===== config.mk =====
export PLATFORM = sky130hd
export DESIGN_NAME = bsil_top
export DESIGN_NICKNAME = d
export VERILOG_FILES = /design/src/bsil_boundary_scan.sv /design/src/bsil_bscan_reg.sv
export SDC_FILE = /design/constraint.sdc
export NUM_CORES = 1
export LEC_CHECK = 0
export CAP_MARGIN = 40
export CORE_MARGIN = 2
export CORE_UTILIZATION = 40
export CTS_CLUSTER_SIZE = 14
export DETAILED_ROUTE_END_ITERATION = 10
export DONT_BUFFER_PORTS = 1
export PLACE_DENSITY = 0.58
export SLEW_MARGIN = 10
export SYNTH_ARGS = -nofsm -noshare
export SYNTH_HDL_FRONTEND = slang
export SYNTH_HIERARCHICAL = 1
export SYNTH_SLANG_ARGS = --single-unit

===== constraint.sdc =====
create_clock -name i_mclk -period 2.3 [get_ports i_mclk]
set_input_delay 0.345 -clock i_mclk [delete_from_list [all_inputs] [get_ports i_mclk]]
set_output_delay 0.345 -clock i_mclk [all_outputs]
set_load 0.03 [all_outputs]

===== src/bsil_boundary_scan.sv =====
// Boundary-scan test access logic: package of constants and the top module.
// Assumes one free-running system clock; the tester's TCK, TMS and TDI pins
// and the crystal status levels arrive asynchronously and are synchronised.
//
// What this block does
// - Code 000 routes TDI to TDO through the 132-cell boundary register.
// - While external test is active, the core is held in reset.
// - Under external test, boundary cells drive, capture and steer device pins.
// - Code 001 captures system signals into the boundary register in capture-DR.
// - Sample/preload loads output cells ahead of external test.
// - Codes X1X and 101 route TDI to TDO through the one-bit bypass stage.
// - The bypass stage captures zero in capture-DR.
// - Code 100 floats every output driver and selects the bypass stage.
// - Power-up reset resets the test logic and holds it in test-logic-reset.
// - Leaving test-logic-reset forbids minimum power in low-power halt only.
// - The test clock keeps working during low-power halt.
// - Five rising test clocks with mode-select high force test-logic-reset.
// - Undriven mode-select and data-in read high, keeping test-logic-reset.
// - The instruction register is three bits; outputs change only in update-IR and test-logic-reset.
// - Instruction outputs are set to all ones in test-logic-reset.
// - Capture-IR loads 01 low and the crystal-missing flag into bit 2.
// - Crystal-missing reads one only with a crystal source and no clock.

package bsil_pkg;

   // ******************************************************************
   // Sizes, codes and reset values
   // ******************************************************************
   localparam int BSIL_BSR_LEN = 132;
   localparam int BSIL_IR_LEN = 3;
   localparam int BSIL_TLR_TMS_COUNT = 5;
   localparam logic [2:0] BSIL_IR_EXTEST = 3'h0;
   localparam logic [2:0] BSIL_IR_SAMPLE = 3'h1;
   localparam logic [2:0] BSIL_IR_FLOAT = 3'h4;
   localparam logic [2:0] BSIL_IR_RESET = 3'h7;
   localparam int BSIL_IR_BYPASS_BIT = 1;
   localparam logic [1:0] BSIL_IR_CAPTURE_LOW = 2'h1;

   // ******************************************************************
   // Types
   // ******************************************************************
   typedef enum logic [3:0] {
      BSIL_TLR = 4'hF,
      BSIL_RTI = 4'hC,
      BSIL_SEL_DR = 4'h7,
      BSIL_CAP_DR = 4'h6,
      BSIL_SH_DR = 4'h2,
      BSIL_EX1_DR = 4'h1,
      BSIL_PA_DR = 4'h3,
      BSIL_EX2_DR = 4'h0,
      BSIL_UP_DR = 4'h5,
      BSIL_SEL_IR = 4'h4,
      BSIL_CAP_IR = 4'hE,
      BSIL_SH_IR = 4'hA,
      BSIL_EX1_IR = 4'h9,
      BSIL_PA_IR = 4'hB,
      BSIL_EX2_IR = 4'h8,
      BSIL_UP_IR = 4'hD
   } bsil_tap_e;

   typedef enum logic [1:0] {
      BSIL_I_EXTEST = 2'h0,
      BSIL_I_SAMPLE = 2'h1,
      BSIL_I_BYPASS = 2'h2,
      BSIL_I_FLOAT = 2'h3
   } bsil_instr_e;

   // Test-port pins as seen by the system clock.
   typedef struct packed {
      logic tck;
      logic tms;
      logic tdi;
   } bsil_pins_s;

   // One-cycle commands to the boundary register.
   typedef struct packed {
      logic capture;
      logic shift;
      logic update;
      logic tdi;
   } bsil_dr_cmd_s;

   // ******************************************************************
   // Controller sequence and instruction decode
   // ******************************************************************
   function automatic bsil_tap_e bsil_tap_next(input bsil_tap_e s,
                                               input logic tms);
      bsil_tap_e n;
      n = s;
      unique case (s)
         BSIL_TLR: n = tms ? BSIL_TLR : BSIL_RTI;
         BSIL_RTI: n = tms ? BSIL_SEL_DR : BSIL_RTI;
         BSIL_SEL_DR: n = tms ? BSIL_SEL_IR : BSIL_CAP_DR;
         BSIL_CAP_DR: n = tms ? BSIL_EX1_DR : BSIL_SH_DR;
         BSIL_SH_DR: n = tms ? BSIL_EX1_DR : BSIL_SH_DR;
         BSIL_EX1_DR: n = tms ? BSIL_UP_DR : BSIL_PA_DR;
         BSIL_PA_DR: n = tms ? BSIL_EX2_DR : BSIL_PA_DR;
         BSIL_EX2_DR: n = tms ? BSIL_UP_DR : BSIL_SH_DR;
         BSIL_UP_DR: n = tms ? BSIL_SEL_DR : BSIL_RTI;
         BSIL_SEL_IR: n = tms ? BSIL_TLR : BSIL_CAP_IR;
         BSIL_CAP_IR: n = tms ? BSIL_EX1_IR : BSIL_SH_IR;
         BSIL_SH_IR: n = tms ? BSIL_EX1_IR : BSIL_SH_IR;
         BSIL_EX1_IR: n = tms ? BSIL_UP_IR : BSIL_PA_IR;
         BSIL_PA_IR: n = tms ? BSIL_EX2_IR : BSIL_PA_IR;
         BSIL_EX2_IR: n = tms ? BSIL_UP_IR : BSIL_SH_IR;
         BSIL_UP_IR: n = tms ? BSIL_SEL_DR : BSIL_RTI;
      endcase
      return n;
   endfunction : bsil_tap_next

   function automatic bsil_instr_e bsil_decode(input logic [2:0] ir);
      bsil_instr_e d;
      if (ir[BSIL_IR_BYPASS_BIT]) begin
         d = BSIL_I_BYPASS;
      end else if (ir == BSIL_IR_EXTEST) begin
         d = BSIL_I_EXTEST;
      end else if (ir == BSIL_IR_SAMPLE) begin
         d = BSIL_I_SAMPLE;
      end else if (ir == BSIL_IR_FLOAT) begin
         d = BSIL_I_FLOAT;
      end else begin
         d = BSIL_I_BYPASS;
      end
      return d;
   endfunction : bsil_decode

endpackage : bsil_pkg

`timescale 1ns/10ps

module bsil_top
   import bsil_pkg::*;
#(
   parameter int BSR_LEN = BSIL_BSR_LEN
) (
   // System clock and power-up reset
   input wire logic i_mclk,
   input wire logic i_arst_n,
   // Test port pins from the tester
   input wire logic i_tck,
   input wire logic i_tms,
   input wire logic i_tdi,
   // Clock source status
   input wire logic i_xtal_mode,
   input wire logic i_clock_detected,
   // Pin and system levels captured into the boundary cells
   input wire logic [BSR_LEN-1:0] i_bsr_capture,
   // Test data out
   output logic o_tdo,
   output logic o_tdo_oe,
   // Control of the device core and pins
   output logic o_core_reset,
   output logic o_extest,
   output logic o_outputs_float,
   output logic o_min_power_ok,
   output logic [BSR_LEN-1:0] o_bsr_drive
);

   // ******************************************************************
   // State
   // ******************************************************************
   typedef struct packed {
      logic [2:0] tck_sync;
      logic [1:0] tms_sync;
      logic [1:0] tdi_sync;
      logic [1:0] xtal_sync;
      logic [1:0] clkdet_sync;
      bsil_tap_e tap;
      logic [BSIL_IR_LEN-1:0] ir_shift;
      logic [BSIL_IR_LEN-1:0] ir;
      logic bypass;
      logic tdo;
      logic tdo_oe;
      logic core_reset;
      logic extest;
      logic outputs_float;
      logic min_power_ok;
   } bsil_state_s;

   bsil_state_s st;
   bsil_state_s next_st;
   bsil_pins_s pin;
   bsil_dr_cmd_s dr_cmd;
   bsil_instr_e instr;
   logic rise;
   logic fall;
   logic bsr_sel;
   logic bsr_so;
   logic crystal_clock_missing;

   // Only the second synchroniser flop and its delayed copy are looked at.
   assign pin.tck = st.tck_sync[1];
   assign pin.tms = st.tms_sync[1];
   assign pin.tdi = st.tdi_sync[1];
   assign rise = pin.tck & ~st.tck_sync[2];
   assign fall = ~pin.tck & st.tck_sync[2];
   assign instr = bsil_decode(st.ir);
   assign bsr_sel = (instr == BSIL_I_EXTEST) || (instr == BSIL_I_SAMPLE);
   assign crystal_clock_missing = st.xtal_sync[1] & ~st.clkdet_sync[1];

   assign dr_cmd.capture = rise && (st.tap == BSIL_CAP_DR) && bsr_sel;
   assign dr_cmd.shift = rise && (st.tap == BSIL_SH_DR) && bsr_sel;
   assign dr_cmd.update = fall && (st.tap == BSIL_UP_DR) && bsr_sel;
   assign dr_cmd.tdi = pin.tdi;

   // ******************************************************************
   // Next state
   // ******************************************************************
   always_comb begin
      next_st = st;
      next_st.tck_sync = {st.tck_sync[1:0], i_tck};
      next_st.tms_sync = {st.tms_sync[0], i_tms};
      next_st.tdi_sync = {st.tdi_sync[0], i_tdi};
      next_st.xtal_sync = {st.xtal_sync[0], i_xtal_mode};
      next_st.clkdet_sync = {st.clkdet_sync[0], i_clock_detected};
      // Held-high mode-select never leaves reset, whatever TCK does.
      if (rise) begin
         next_st.tap = bsil_tap_next(st.tap, pin.tms);
         unique case (st.tap)
            BSIL_CAP_IR: begin
               next_st.ir_shift = {crystal_clock_missing,
                                   BSIL_IR_CAPTURE_LOW};
            end
            BSIL_SH_IR: begin
               next_st.ir_shift = {pin.tdi, st.ir_shift[2:1]};
            end
            BSIL_CAP_DR: begin
               if (!bsr_sel) begin
                  next_st.bypass = 1'b0;
               end
            end
            BSIL_SH_DR: begin
               if (!bsr_sel) begin
                  next_st.bypass = pin.tdi;
               end
            end
            default: begin
            end
         endcase
      end
      if (fall) begin
         if (st.tap == BSIL_UP_IR) begin
            next_st.ir = st.ir_shift;
         end
         // Driving only while shifting leaves the TDO net free otherwise.
         next_st.tdo_oe = (st.tap == BSIL_SH_DR) || (st.tap == BSIL_SH_IR);
         if (st.tap == BSIL_SH_IR) begin
            next_st.tdo = st.ir_shift[0];
         end else if (st.tap == BSIL_SH_DR) begin
            next_st.tdo = bsr_sel ? bsr_so : st.bypass;
         end else begin
            next_st.tdo = 1'b0;
         end
      end
      if (st.tap == BSIL_TLR) begin
         next_st.ir = BSIL_IR_RESET;
      end
      next_st.core_reset = (instr == BSIL_I_EXTEST);
      next_st.extest = (instr == BSIL_I_EXTEST);
      next_st.outputs_float = (instr == BSIL_I_FLOAT);
      next_st.min_power_ok = (st.tap == BSIL_TLR);
   end

   // Power-up reset forces test-logic-reset; the controller moves only
   // after release. The pull-ups on TMS and TDI are reset high here too.
   always_ff @(posedge i_mclk or negedge i_arst_n) begin
      if (!i_arst_n) begin
         st <= '0;
         st.tck_sync <= 3'h7;
         st.tms_sync <= 2'h3;
         st.tdi_sync <= 2'h3;
         st.tap <= BSIL_TLR;
         st.ir_shift <= BSIL_IR_RESET;
         st.ir <= BSIL_IR_RESET;
         st.min_power_ok <= 1'b1;
      end else begin
         st <= next_st;
      end
   end

   // ******************************************************************
   // Boundary register
   // ******************************************************************
   bsil_bscan_reg #(
      .LEN(BSR_LEN)
   ) u_bsr (
      .i_mclk(i_mclk),
      .i_arst_n(i_arst_n),
      .i_cmd(dr_cmd),
      .i_capture(i_bsr_capture),
      .o_so(bsr_so),
      .o_drive(o_bsr_drive)
   );

   assign o_tdo = st.tdo;
   assign o_tdo_oe = st.tdo_oe;
   assign o_core_reset = st.core_reset;
   assign o_extest = st.extest;
   assign o_outputs_float = st.outputs_float;
   assign o_min_power_ok = st.min_power_ok;

   logic [2:0] tms_high_cnt;
   always_ff @(posedge i_mclk or negedge i_arst_n) begin
      if (!i_arst_n) begin
         tms_high_cnt <= 3'h0;
      end else if (rise) begin
         if (!pin.tms) begin
            tms_high_cnt <= 3'h0;
         end else if (tms_high_cnt != 3'(BSIL_TLR_TMS_COUNT)) begin
            tms_high_cnt <= tms_high_cnt + 3'h1;
         end
      end
   end
endmodule : bsil_top


===== src/bsil_bscan_reg.sv =====
// Boundary scan register: capture, shift and update stages of all cells.
// Assumes one-cycle commands on the system clock from the test controller.
`timescale 1ns/10ps

module bsil_bscan_reg
   import bsil_pkg::*;
#(
   parameter int LEN = BSIL_BSR_LEN
) (
   // Clock and reset
   input wire logic i_mclk,
   input wire logic i_arst_n,
   // Commands and parallel capture levels
   input wire bsil_dr_cmd_s i_cmd,
   input wire logic [LEN-1:0] i_capture,
   // Serial out and update latches
   output logic o_so,
   output logic [LEN-1:0] o_drive
);

   typedef struct packed {
      logic [LEN-1:0] sh;
      logic [LEN-1:0] upd;
   } bsil_bsr_s;

   bsil_bsr_s st;
   bsil_bsr_s next_st;

   // Update latches hold preloaded values so external test drives them at
   // once; they change only on update, never while shifting.
   always_comb begin
      next_st = st;
      if (i_cmd.capture) begin
         next_st.sh = i_capture;
      end else if (i_cmd.shift) begin
         next_st.sh = {i_cmd.tdi, st.sh[LEN-1:1]};
      end
      if (i_cmd.update) begin
         next_st.upd = st.sh;
      end
   end

   always_ff @(posedge i_mclk or negedge i_arst_n) begin
      if (!i_arst_n) begin
         st <= '0;
      end else begin
         st <= next_st;
      end
   end

   assign o_so = st.sh[0];
   assign o_drive = st.upd;

endmodule : bsil_bscan_reg


== After elaboration in Yosys (flattened, before gate mapping) ==
Cells that the tools add are included.

* Register bits: 291
* Input port bits: 139
* Word-level logic and storage cells: 94

* Mux-type cells: 29
* Eq/ne operators: 21
* Bitwise gates (word level): 6
* Reduce and logical (&&, ||, !) cells: 22

{| class="wikitable"
|+ Operators by type and width
! cell !! count
|-
| $mux 132 || 2
|-
| $pmux 4 s12 || 1
|-
| $eq 4x4->1 const B || 8
|-
| $mux 3 || 7
|-
| $mux 2 || 9
|-
| $eq 4x3->1 const B || 4
|-
| $reduce_bool 2->1 || 5
|-
| $eq 4x2->1 const B || 2
|-
| $mux 1 || 7
|-
| $logic_and 1x1->1 || 6
|-
| $pmux 3 s2 || 1
|-
| $eq 4x1->1 const B || 1
|-
| $logic_not 4->1 || 1
|-
| $mux 4 || 1
|-
| $ne 2x2->1 const B || 2
|-
| $reduce_and 2->1 || 2
|-
| $reduce_and 4->1 || 1
|-
| $reduce_or 2->1 || 2
|-
| $and 1x1->1 || 3
|-
| $eq 3x1->1 const B || 1
|-
| $eq 3x3->1 const B || 1
|-
| $logic_not 3->1 || 1
|-
| $not 1->1 || 3
|-
| $reduce_or 3->1 || 1
|-
| 5 further kinds || 6
|}

== Longest topological paths before layout ==
Gate-level depths: netlist (run 1).

* Depth in word-level cells: 10
* Depth in mapped cells: 8
* Gate-level depth less buffers: 4

== Hierarchy ==
Netlist (run 1), hierarchy kept.

{| class="wikitable"
|+ By module, submodules not included
! module !! seq. area each (um2) !! times used !! area each (um2) !! cells an instance
|-
| bsil_bscan_reg || 6606.3 || 1 || 12022.8 || 983
|-
| bsil_top || 698.2 || 1 || 1206.2 || 98
|}

== Worst setup path after synthesis (run 1) ==
Ideal clock, no wire load.

* Path kind: reg2reg
* Start point: reg st[14] (netlist name)
* End point: reg u_bsr/st[183] in the netlist's numbering
* Cell stages (with the launch flop): 8
* Path slack: 0.378 ns
* Arrival time: 1.790 ns
* Cell sequence: dfstp_2 or3b_4 nor3_1 buf_4 buf_8 buf_8 mux2i_1 o21ai_1

{| class="wikitable"
|+ RTL lines
! what !! RTL line !! source
|-
| end signal: assignment || bsil_bscan_reg.sv:47 || <nowiki>st <= next_st;</nowiki>
|-
| end: declaration || bsil_bscan_reg.sv:26 || <nowiki>bsil_bsr_s st;</nowiki>
|}

==> results of run 1 <==
[cell type report]
type / instances / share of cell area (%)
Sequential cell: 291 / 48.4
Multi-Input combinational cell: 589 / 29.6
Timing Repair Buffer: 166 / 11.8
Clock buffer: 46 / 5.91
Tap cell: 442 / 3.66
Clock inverter: 9 / 0.654
Inverter: 3 / 0.0745
Antenna cell: 1 / 0.0166
[layout by cell type (no fill, tap or decap), types with 14 or more instances in the layout]
master / Yosys / layout
sky130_fd_sc_hd__buf_12: 0 / 15
sky130_fd_sc_hd__buf_4: 139 / 14
sky130_fd_sc_hd__clkbuf_16: 0 / 31
sky130_fd_sc_hd__dfrtp_1: 273 / 273
sky130_fd_sc_hd__dfstp_2: 18 / 18
sky130_fd_sc_hd__dlygate4sd3_1: 0 / 137
sky130_fd_sc_hd__mux2_2: 124 / 124
sky130_fd_sc_hd__mux2i_1: 132 / 132
sky130_fd_sc_hd__nand2_1: 137 / 137
sky130_fd_sc_hd__o21ai_0: 55 / 55
sky130_fd_sc_hd__o21ai_1: 80 / 80
[metrics by stage]
| stage | hold slack [ns] | util [%] | instances | setup slack, ns | total power [mW] |
|---|---|---|---|---|---|
| 2_1_floorplan | 0.0494 | - | 1081 | 0.378 | 13.8 |
| 3_3_place_gp | 0.0568 | 39.2 | 1354 | 0.178 | 13.7 |
| 3_5_place_dp | 0.0557 | 39.2 | 1354 | 0.123 | 13.8 |
| 4_1_cts | -0.555 | 46.4 | 1546 | 0.0961 | 19.0 |
| 5_1_grt | -0.554 | 46.4 | 1547 | 0.00494 | 19.9 |
| 6_report | -0.518 | 46.4 | 1547 | 0.131 | 18.8 |
[logic make-up (layout without fill, tap and decap cells)]
group,after synthesis,after routing,synth area share (%)
AO/OA/AOI/OAI,156,156,6.37
multiplexers,267,267,21.8
buffers and inverters,201,224,11.1
AND/OR/NAND/NOR,166,166,5.50
other,0,1,0
flip-flops,291,291,55.2
[path summary, 6_finish.rpt]
kind / cells after the start / startpoint / endpoint
min in group i_mclk: 1 / i_tms / next_st[24]
max: 6 / st[14] / u_bsr/st[243]
min: 0 / i_arst_n / u_bsr/st[257]
max reg2reg: 6 / st[14] / u_bsr/st[243]
min reg2reg: 0 / next_st[20] / st[20]
max in group asynchronous: 0 / i_arst_n / st[27]
[critical path: stages (launching register included)]
cell                      delay [ns]
sky130_fd_sc_hd__dfstp_2        0.52
sky130_fd_sc_hd__or3b_4         0.40
sky130_fd_sc_hd__nor3_2         0.31
sky130_fd_sc_hd__buf_12         0.25
sky130_fd_sc_hd__buf_12         0.21
sky130_fd_sc_hd__mux2i_1        0.23
sky130_fd_sc_hd__o21ai_1        0.08
[metal layers]
| metal | up-vias | global-route usage, % | wire length [um] |
|---|---|---|---|
| met5 | - | 0 | 16 |
| met1 | 3779 | 20.6 | 12100 |
| met2 | 234 | 24.3 | 12400 |
| met4 | 2 | 3.75 | 572 |
| met3 | 44 | 5.71 | 2740 |
| li1 | 3583 | - | - |
[power groups by stage]
| stage | combinational, mW | clock [mW] | sequential, mW |
|---|---|---|---|
| CTS | 3.45 | 5.07 | 10.5 |
| global route | 3.84 | 5.27 | 10.8 |
| global placement | 3.12 | 0 | 10.5 |
| detailed placement | 3.24 | 0 | 10.6 |
| finish | 3.42 | 4.88 | 10.5 |
| floorplan | 5.54 | 0 | 8.24 |
[registers in the layout, indices dropped and copies added (netlist names)]
register,cells
pin,1
st,14
o_min_power_ok,1
dr_cmd,1
o_tdo,1
u_bsr/o_drive,132
u_bsr/st,131
o_extest,1
u_bsr/o_so,1
next_st,6
o_tdo_oe,1
o_outputs_float,1
==> flow_metrics.tcl, run 1 <==
set metrics [dict create \
    routabilityCongestion 0.788 \
    status "complete, but fails checks" \
    critPathRequiredTime_ns 2.73 \
    netlist_instances 1081 \
    io-pin-count 277 \
    fraction_of_layout_instances_using_a_drive_strength_above_1_pct 21.4 \
    timing.max_slew.rel_slack_pct 64.4 \
    cts.sinks 291 \
    worst_hold_slack_across_all_endpoints_ns -0.518 \
    port-buffer-count 0 \
    cts-hold-fix-buffers 137 \
    number_of_enable_type_register_cells_in_the_synthesized_netlist 0 \
    setup_crit_end_kind "flip-flop" \
    syn_to_final_growth_pct 14.2 \
    power_report.internal_total_mw 12.1 \
    ctsRootBufferMaster "sky130_fd_sc_hd__clkbuf_16" \
    cts_made_buffers 31 \
    syn-num-nets 1220 \
    h_tree_level_count 1 \
    clk_path_buf_depth 3 \
    die_width_um 186 \
    clock_power_share_pct 26.0 \
    final_design_area_no_fill_um2 15100 \
    tightest_slew_ns 0.535 \
    sequential_standard_cell_area_um2 7300 \
    initial_utilization_pct 40.7 \
    final-setup-viol-count 0 \
    vias 7642 \
    grt_use_total_pct 15.6 \
    wl_um 27800 \
    drt_pass_1_iters 4 \
    std_cell_rows 66 \
    maxCapViolCount 0 \
    avgRoutedWirePerCell_um 18.0 \
    finalHoldViolations 291 \
    kind_of_critical_path "reg2reg" \
    finalCritPeriodShare_pct 94.3 \
    post_synth_instance_area_um2 13200 \
    violations_in_the_final_reports "negative hold slack" \
    cellPowerDensity_nw_per_um2 1240 \
    p_seq_share_pct 55.8 \
    grt-ovfl-total 0 \
    vdd.ir_drop.worst_mv 0.558 \
    r2r_setup_slack_ns 0.13 \
    sw_frac_of_total_pct 35.7 \
    power.static_leakage_nw 6.09 \
    rsz0062_at_grt "no" \
    grt_max_degree 292 \
    async_flop_share_pct 100 \
    totalNegativeSetupSlack_ns 0 \
    critical_path_peak_fanout 21 \
    filler_cell_count 2961 \
    post_dp_cell_area_um2 12700 \
    route.antenna.remaining_nets 0 \
    synth.top_cells.by_count "273 x sky130_fd_sc_hd__dfrtp_1, 139 x sky130_fd_sc_hd__buf_4, 137 x sky130_fd_sc_hd__nand2_1" \
    power.share.combinational_pct 18.2 \
    vert_die_dim_um 186 \
    synth_warnings 6 \
    yosysMostFrequentCell "sky130_fd_sc_hd__dfrtp_1" \
    multi_input_gate_area_um2 4470 \
    timing.final.max_slew_violations 0 \
    detailed_place_hpwl_um 17800 \
    clk_pin_slew_ns 0.06 \
    drcViolationCount 0 \
    yosys.area.top_type "sky130_fd_sc_hd__dfrtp_1" \
    post_cts_setup_bufs 0 \
    nNetsFinal 1221 \
    worstSkewPairLatency_ns 0.56 \
    floorplan.die_area_um2 34500 \
    max_freq_ghz 0.461 \
    yosysUniqueCellTypes 41 \
    grt_first_pass_wirelength_um 43300 \
    floorplan.core_area_um2 32500 \
    synth-seq-cells 291 \
    period_minus_slack_ns 2.17 \
    postCtsResizedCells 0 \
    hold_path.class "in2async" \
    syn_area_per_cell_um2 12.2 \
    cts_tree "built" \
    grt_antenna_before_repair 2 \
    switching_power_mw 6.70 \
    drt-initial-drc-count 402 \
    ys_top_cells_by_area "sky130_fd_sc_hd__dfrtp_1 52%, sky130_fd_sc_hd__mux2_2 11%, sky130_fd_sc_hd__mux2i_1 10%" \
    final.setup_skew_ns 0.0169 \
    synth-seq-area-share_pct 55.2 \
    setup.worst_path.start_class "flip-flop" \
    avgViaCountPerCell 4.94 \
    yosys.area.top_type_share_pct 51.6 \
    ys_dominant_reg_cell "sky130_fd_sc_hd__dfrtp_1" \
    crit_arrival_ns 2.60 \
    first_global_vias 7915 \
]
(Power assumes the default switching activity.)
==> run 2, diff against run 1 <==
Settings changed: GPL_ROUTABILITY_DRIVEN from default to 1, MAX_ROUTING_LAYER from default to met4, PLACE_DENSITY 0.58 to default.
==> flow_metrics.tcl, run 2 (synthesis gave the netlist of run 1 again) <==
set metrics [dict create \
    status "complete, but fails checks" \
    violations_in_the_final_reports "negative hold slack" \
    postLayoutCoreUtil_pct 46.8 \
    avgViaCountPerCell 4.94 \
    cts-hold-fix-buffers 136 \
    cts_tree "built" \
    critPathRequiredTime_ns 2.68 \
    port-buffer-count 0 \
    grt_use_total_pct 16.1 \
    critical_path_peak_fanout 28 \
    grt-ovfl-total 0 \
    post_cts_setup_bufs 0 \
    period_minus_slack_ns 2.16 \
    timing.max_slew.rel_slack_pct 63.7 \
    power.total_mw 19.3 \
    finalHoldViolations 290 \
    worst_hold_slack_across_all_endpoints_ns -0.458 \
    first_global_vias 8082 \
    detailed_place_hpwl_um 17900 \
    cellPowerDensity_nw_per_um2 1270 \
    timing.final.max_slew_violations 0 \
    final-setup-viol-count 0 \
    setup.worst_path.start_class "flip-flop" \
    totalNegativeSetupSlack_ns 0 \
    initial_utilization_pct 40.7 \
    tightest_slew_ns 0.544 \
    std_cell_rows 66 \
    finalCritPeriodShare_pct 93.9 \
    kind_of_critical_path "reg2reg" \
    clk_pin_slew_ns 0.06 \
    postCtsResizedCells 0 \
    worstSkewPairLatency_ns 0.50 \
    ctsRootBufferMaster "sky130_fd_sc_hd__clkbuf_16" \
    power.static_leakage_nw 6.13 \
    hold_path.class "in2async" \
    wl_um 27800 \
    syn_to_final_growth_pct 15.0 \
    cts_made_buffers 34 \
    routabilityCongestion 0.775 \
    floorplan.core_area_um2 32500 \
    drt_pass_1_iters 4 \
    final_common_cell "sky130_fd_sc_hd__dfrtp_1" \
    vdd.ir_drop.worst_mv 0.786 \
    vert_die_dim_um 186 \
    maxCapViolCount 0 \
    io-pin-count 277 \
    grt_antenna_before_repair 5 \
    crit_arrival_ns 2.54 \
    floorplan.die_area_um2 34500 \
    clk_path_buf_depth 3 \
    route.antenna.remaining_nets 0 \
    h_tree_level_count 2 \
    grt_max_degree 292 \
    largest_register_ffs 132 \
    final_cell_mix "273 x sky130_fd_sc_hd__dfrtp_1, 137 x sky130_fd_sc_hd__nand2_1, 136 x sky130_fd_sc_hd__dlygate4sd3_1, 132 x sky130_fd_sc_hd__mux2i_1, 124 x sky130_fd_sc_hd__mux2_2" \
    final.setup_skew_ns 0.0157 \
    grt_first_pass_wirelength_um 43400 \
    fraction_of_layout_instances_using_a_drive_strength_above_1_pct 21.6 \
    rsz0062_at_grt "no" \
    cts.sinks 291 \
    die_width_um 186 \
    vias 7669 \
    avgRoutedWirePerCell_um 17.9 \
    drcViolationCount 0 \
    setup_crit_end_kind "flip-flop" \
    nNetsFinal 1221 \
    drt-initial-drc-count 317 \
    max_freq_ghz 0.463 \
]
-- run 2: cell types whose count changed in the layout (fill, tap and decap cells not counted) --
cell,previous run,this run
sky130_fd_sc_hd__buf_12,15,14
sky130_fd_sc_hd__buf_4,14,13
sky130_fd_sc_hd__clkbuf_16,31,37
sky130_fd_sc_hd__clkbuf_8,6,5
sky130_fd_sc_hd__clkinv_2,6,5
sky130_fd_sc_hd__clkinvlp_4,0,2
sky130_fd_sc_hd__diode_2,1,5
sky130_fd_sc_hd__dlygate4sd3_1,137,136
sky130_fd_sc_hd__inv_6,1,0
-- run 2: stage by stage --
stage          worst slack (ns)  cell area [um2]  std cells
3_3_place_gp              0.162            12700       1352
5_1_grt                  0.0724            15200       1553
2_1_floorplan             0.378            13200       1081
3_5_place_dp              0.144            12700       1352
4_1_cts                   0.129            15200       1548
6_report                  0.139            15200       1553
-- run 2: metal layers --
layer | vias to the layer above | GRT usage (%) | part of all wire, %
met2 | 237 | 24.8 | 45
met3 | 40 | 6.50 | 10
met1 | 3807 | 19.9 | 43
li1 | 3585 | - | -
met5 | - | - | 0
met4 | 0 | 4.03 | 1.8
-- run 2: final timing paths --
check / startpoint / end / slack (ns) / cells past startpoint
min in group i_mclk: i_bsr_capture[71] / u_bsr/st[203] / 0.02 / 2
worst min register to register: next_st[18] / st[18] / 0.35 / 0
max in group asynchronous: i_arst_n / next_st[24] / 2.27 / 0
worst max-delay path: st[14] / u_bsr/st[244] / 0.14 / 6
worst min-delay path: i_arst_n / u_bsr/o_drive[125] / -0.46 / 0
worst max register to register: st[14] / u_bsr/st[244] / 0.14 / 6
-- run 2: critical path, stage by stage, from the launching register on --
cell	delay, ns
sky130_fd_sc_hd__dfstp_2	0.52
sky130_fd_sc_hd__or3b_4	0.40
sky130_fd_sc_hd__nor3_2	0.33
sky130_fd_sc_hd__buf_4	0.23
sky130_fd_sc_hd__buf_12	0.23
sky130_fd_sc_hd__mux2i_1	0.24
sky130_fd_sc_hd__o21ai_1	0.08
-- run 2: area by class of cell --
cell class,instances,area [um2]
diodes,5,12.5
inverters,3,11.3
multi-input cells,589,4470
clock inverters,9,100
fillers,2933,17300
repair buffers,163,1740
flip-flops and latches,291,7300
clock buffers,51,1030
well taps,442,553
-- run 2: power breakdown --
part / leakage (nW) / internal, mW / switching (mW)
clock network: 0.551 / 3.31 / 2.08
registers: 3.49 / 7.16 / 3.31
logic: 2.08 / 2.00 / 1.41
total: 6.13 / 12.5 / 6.80
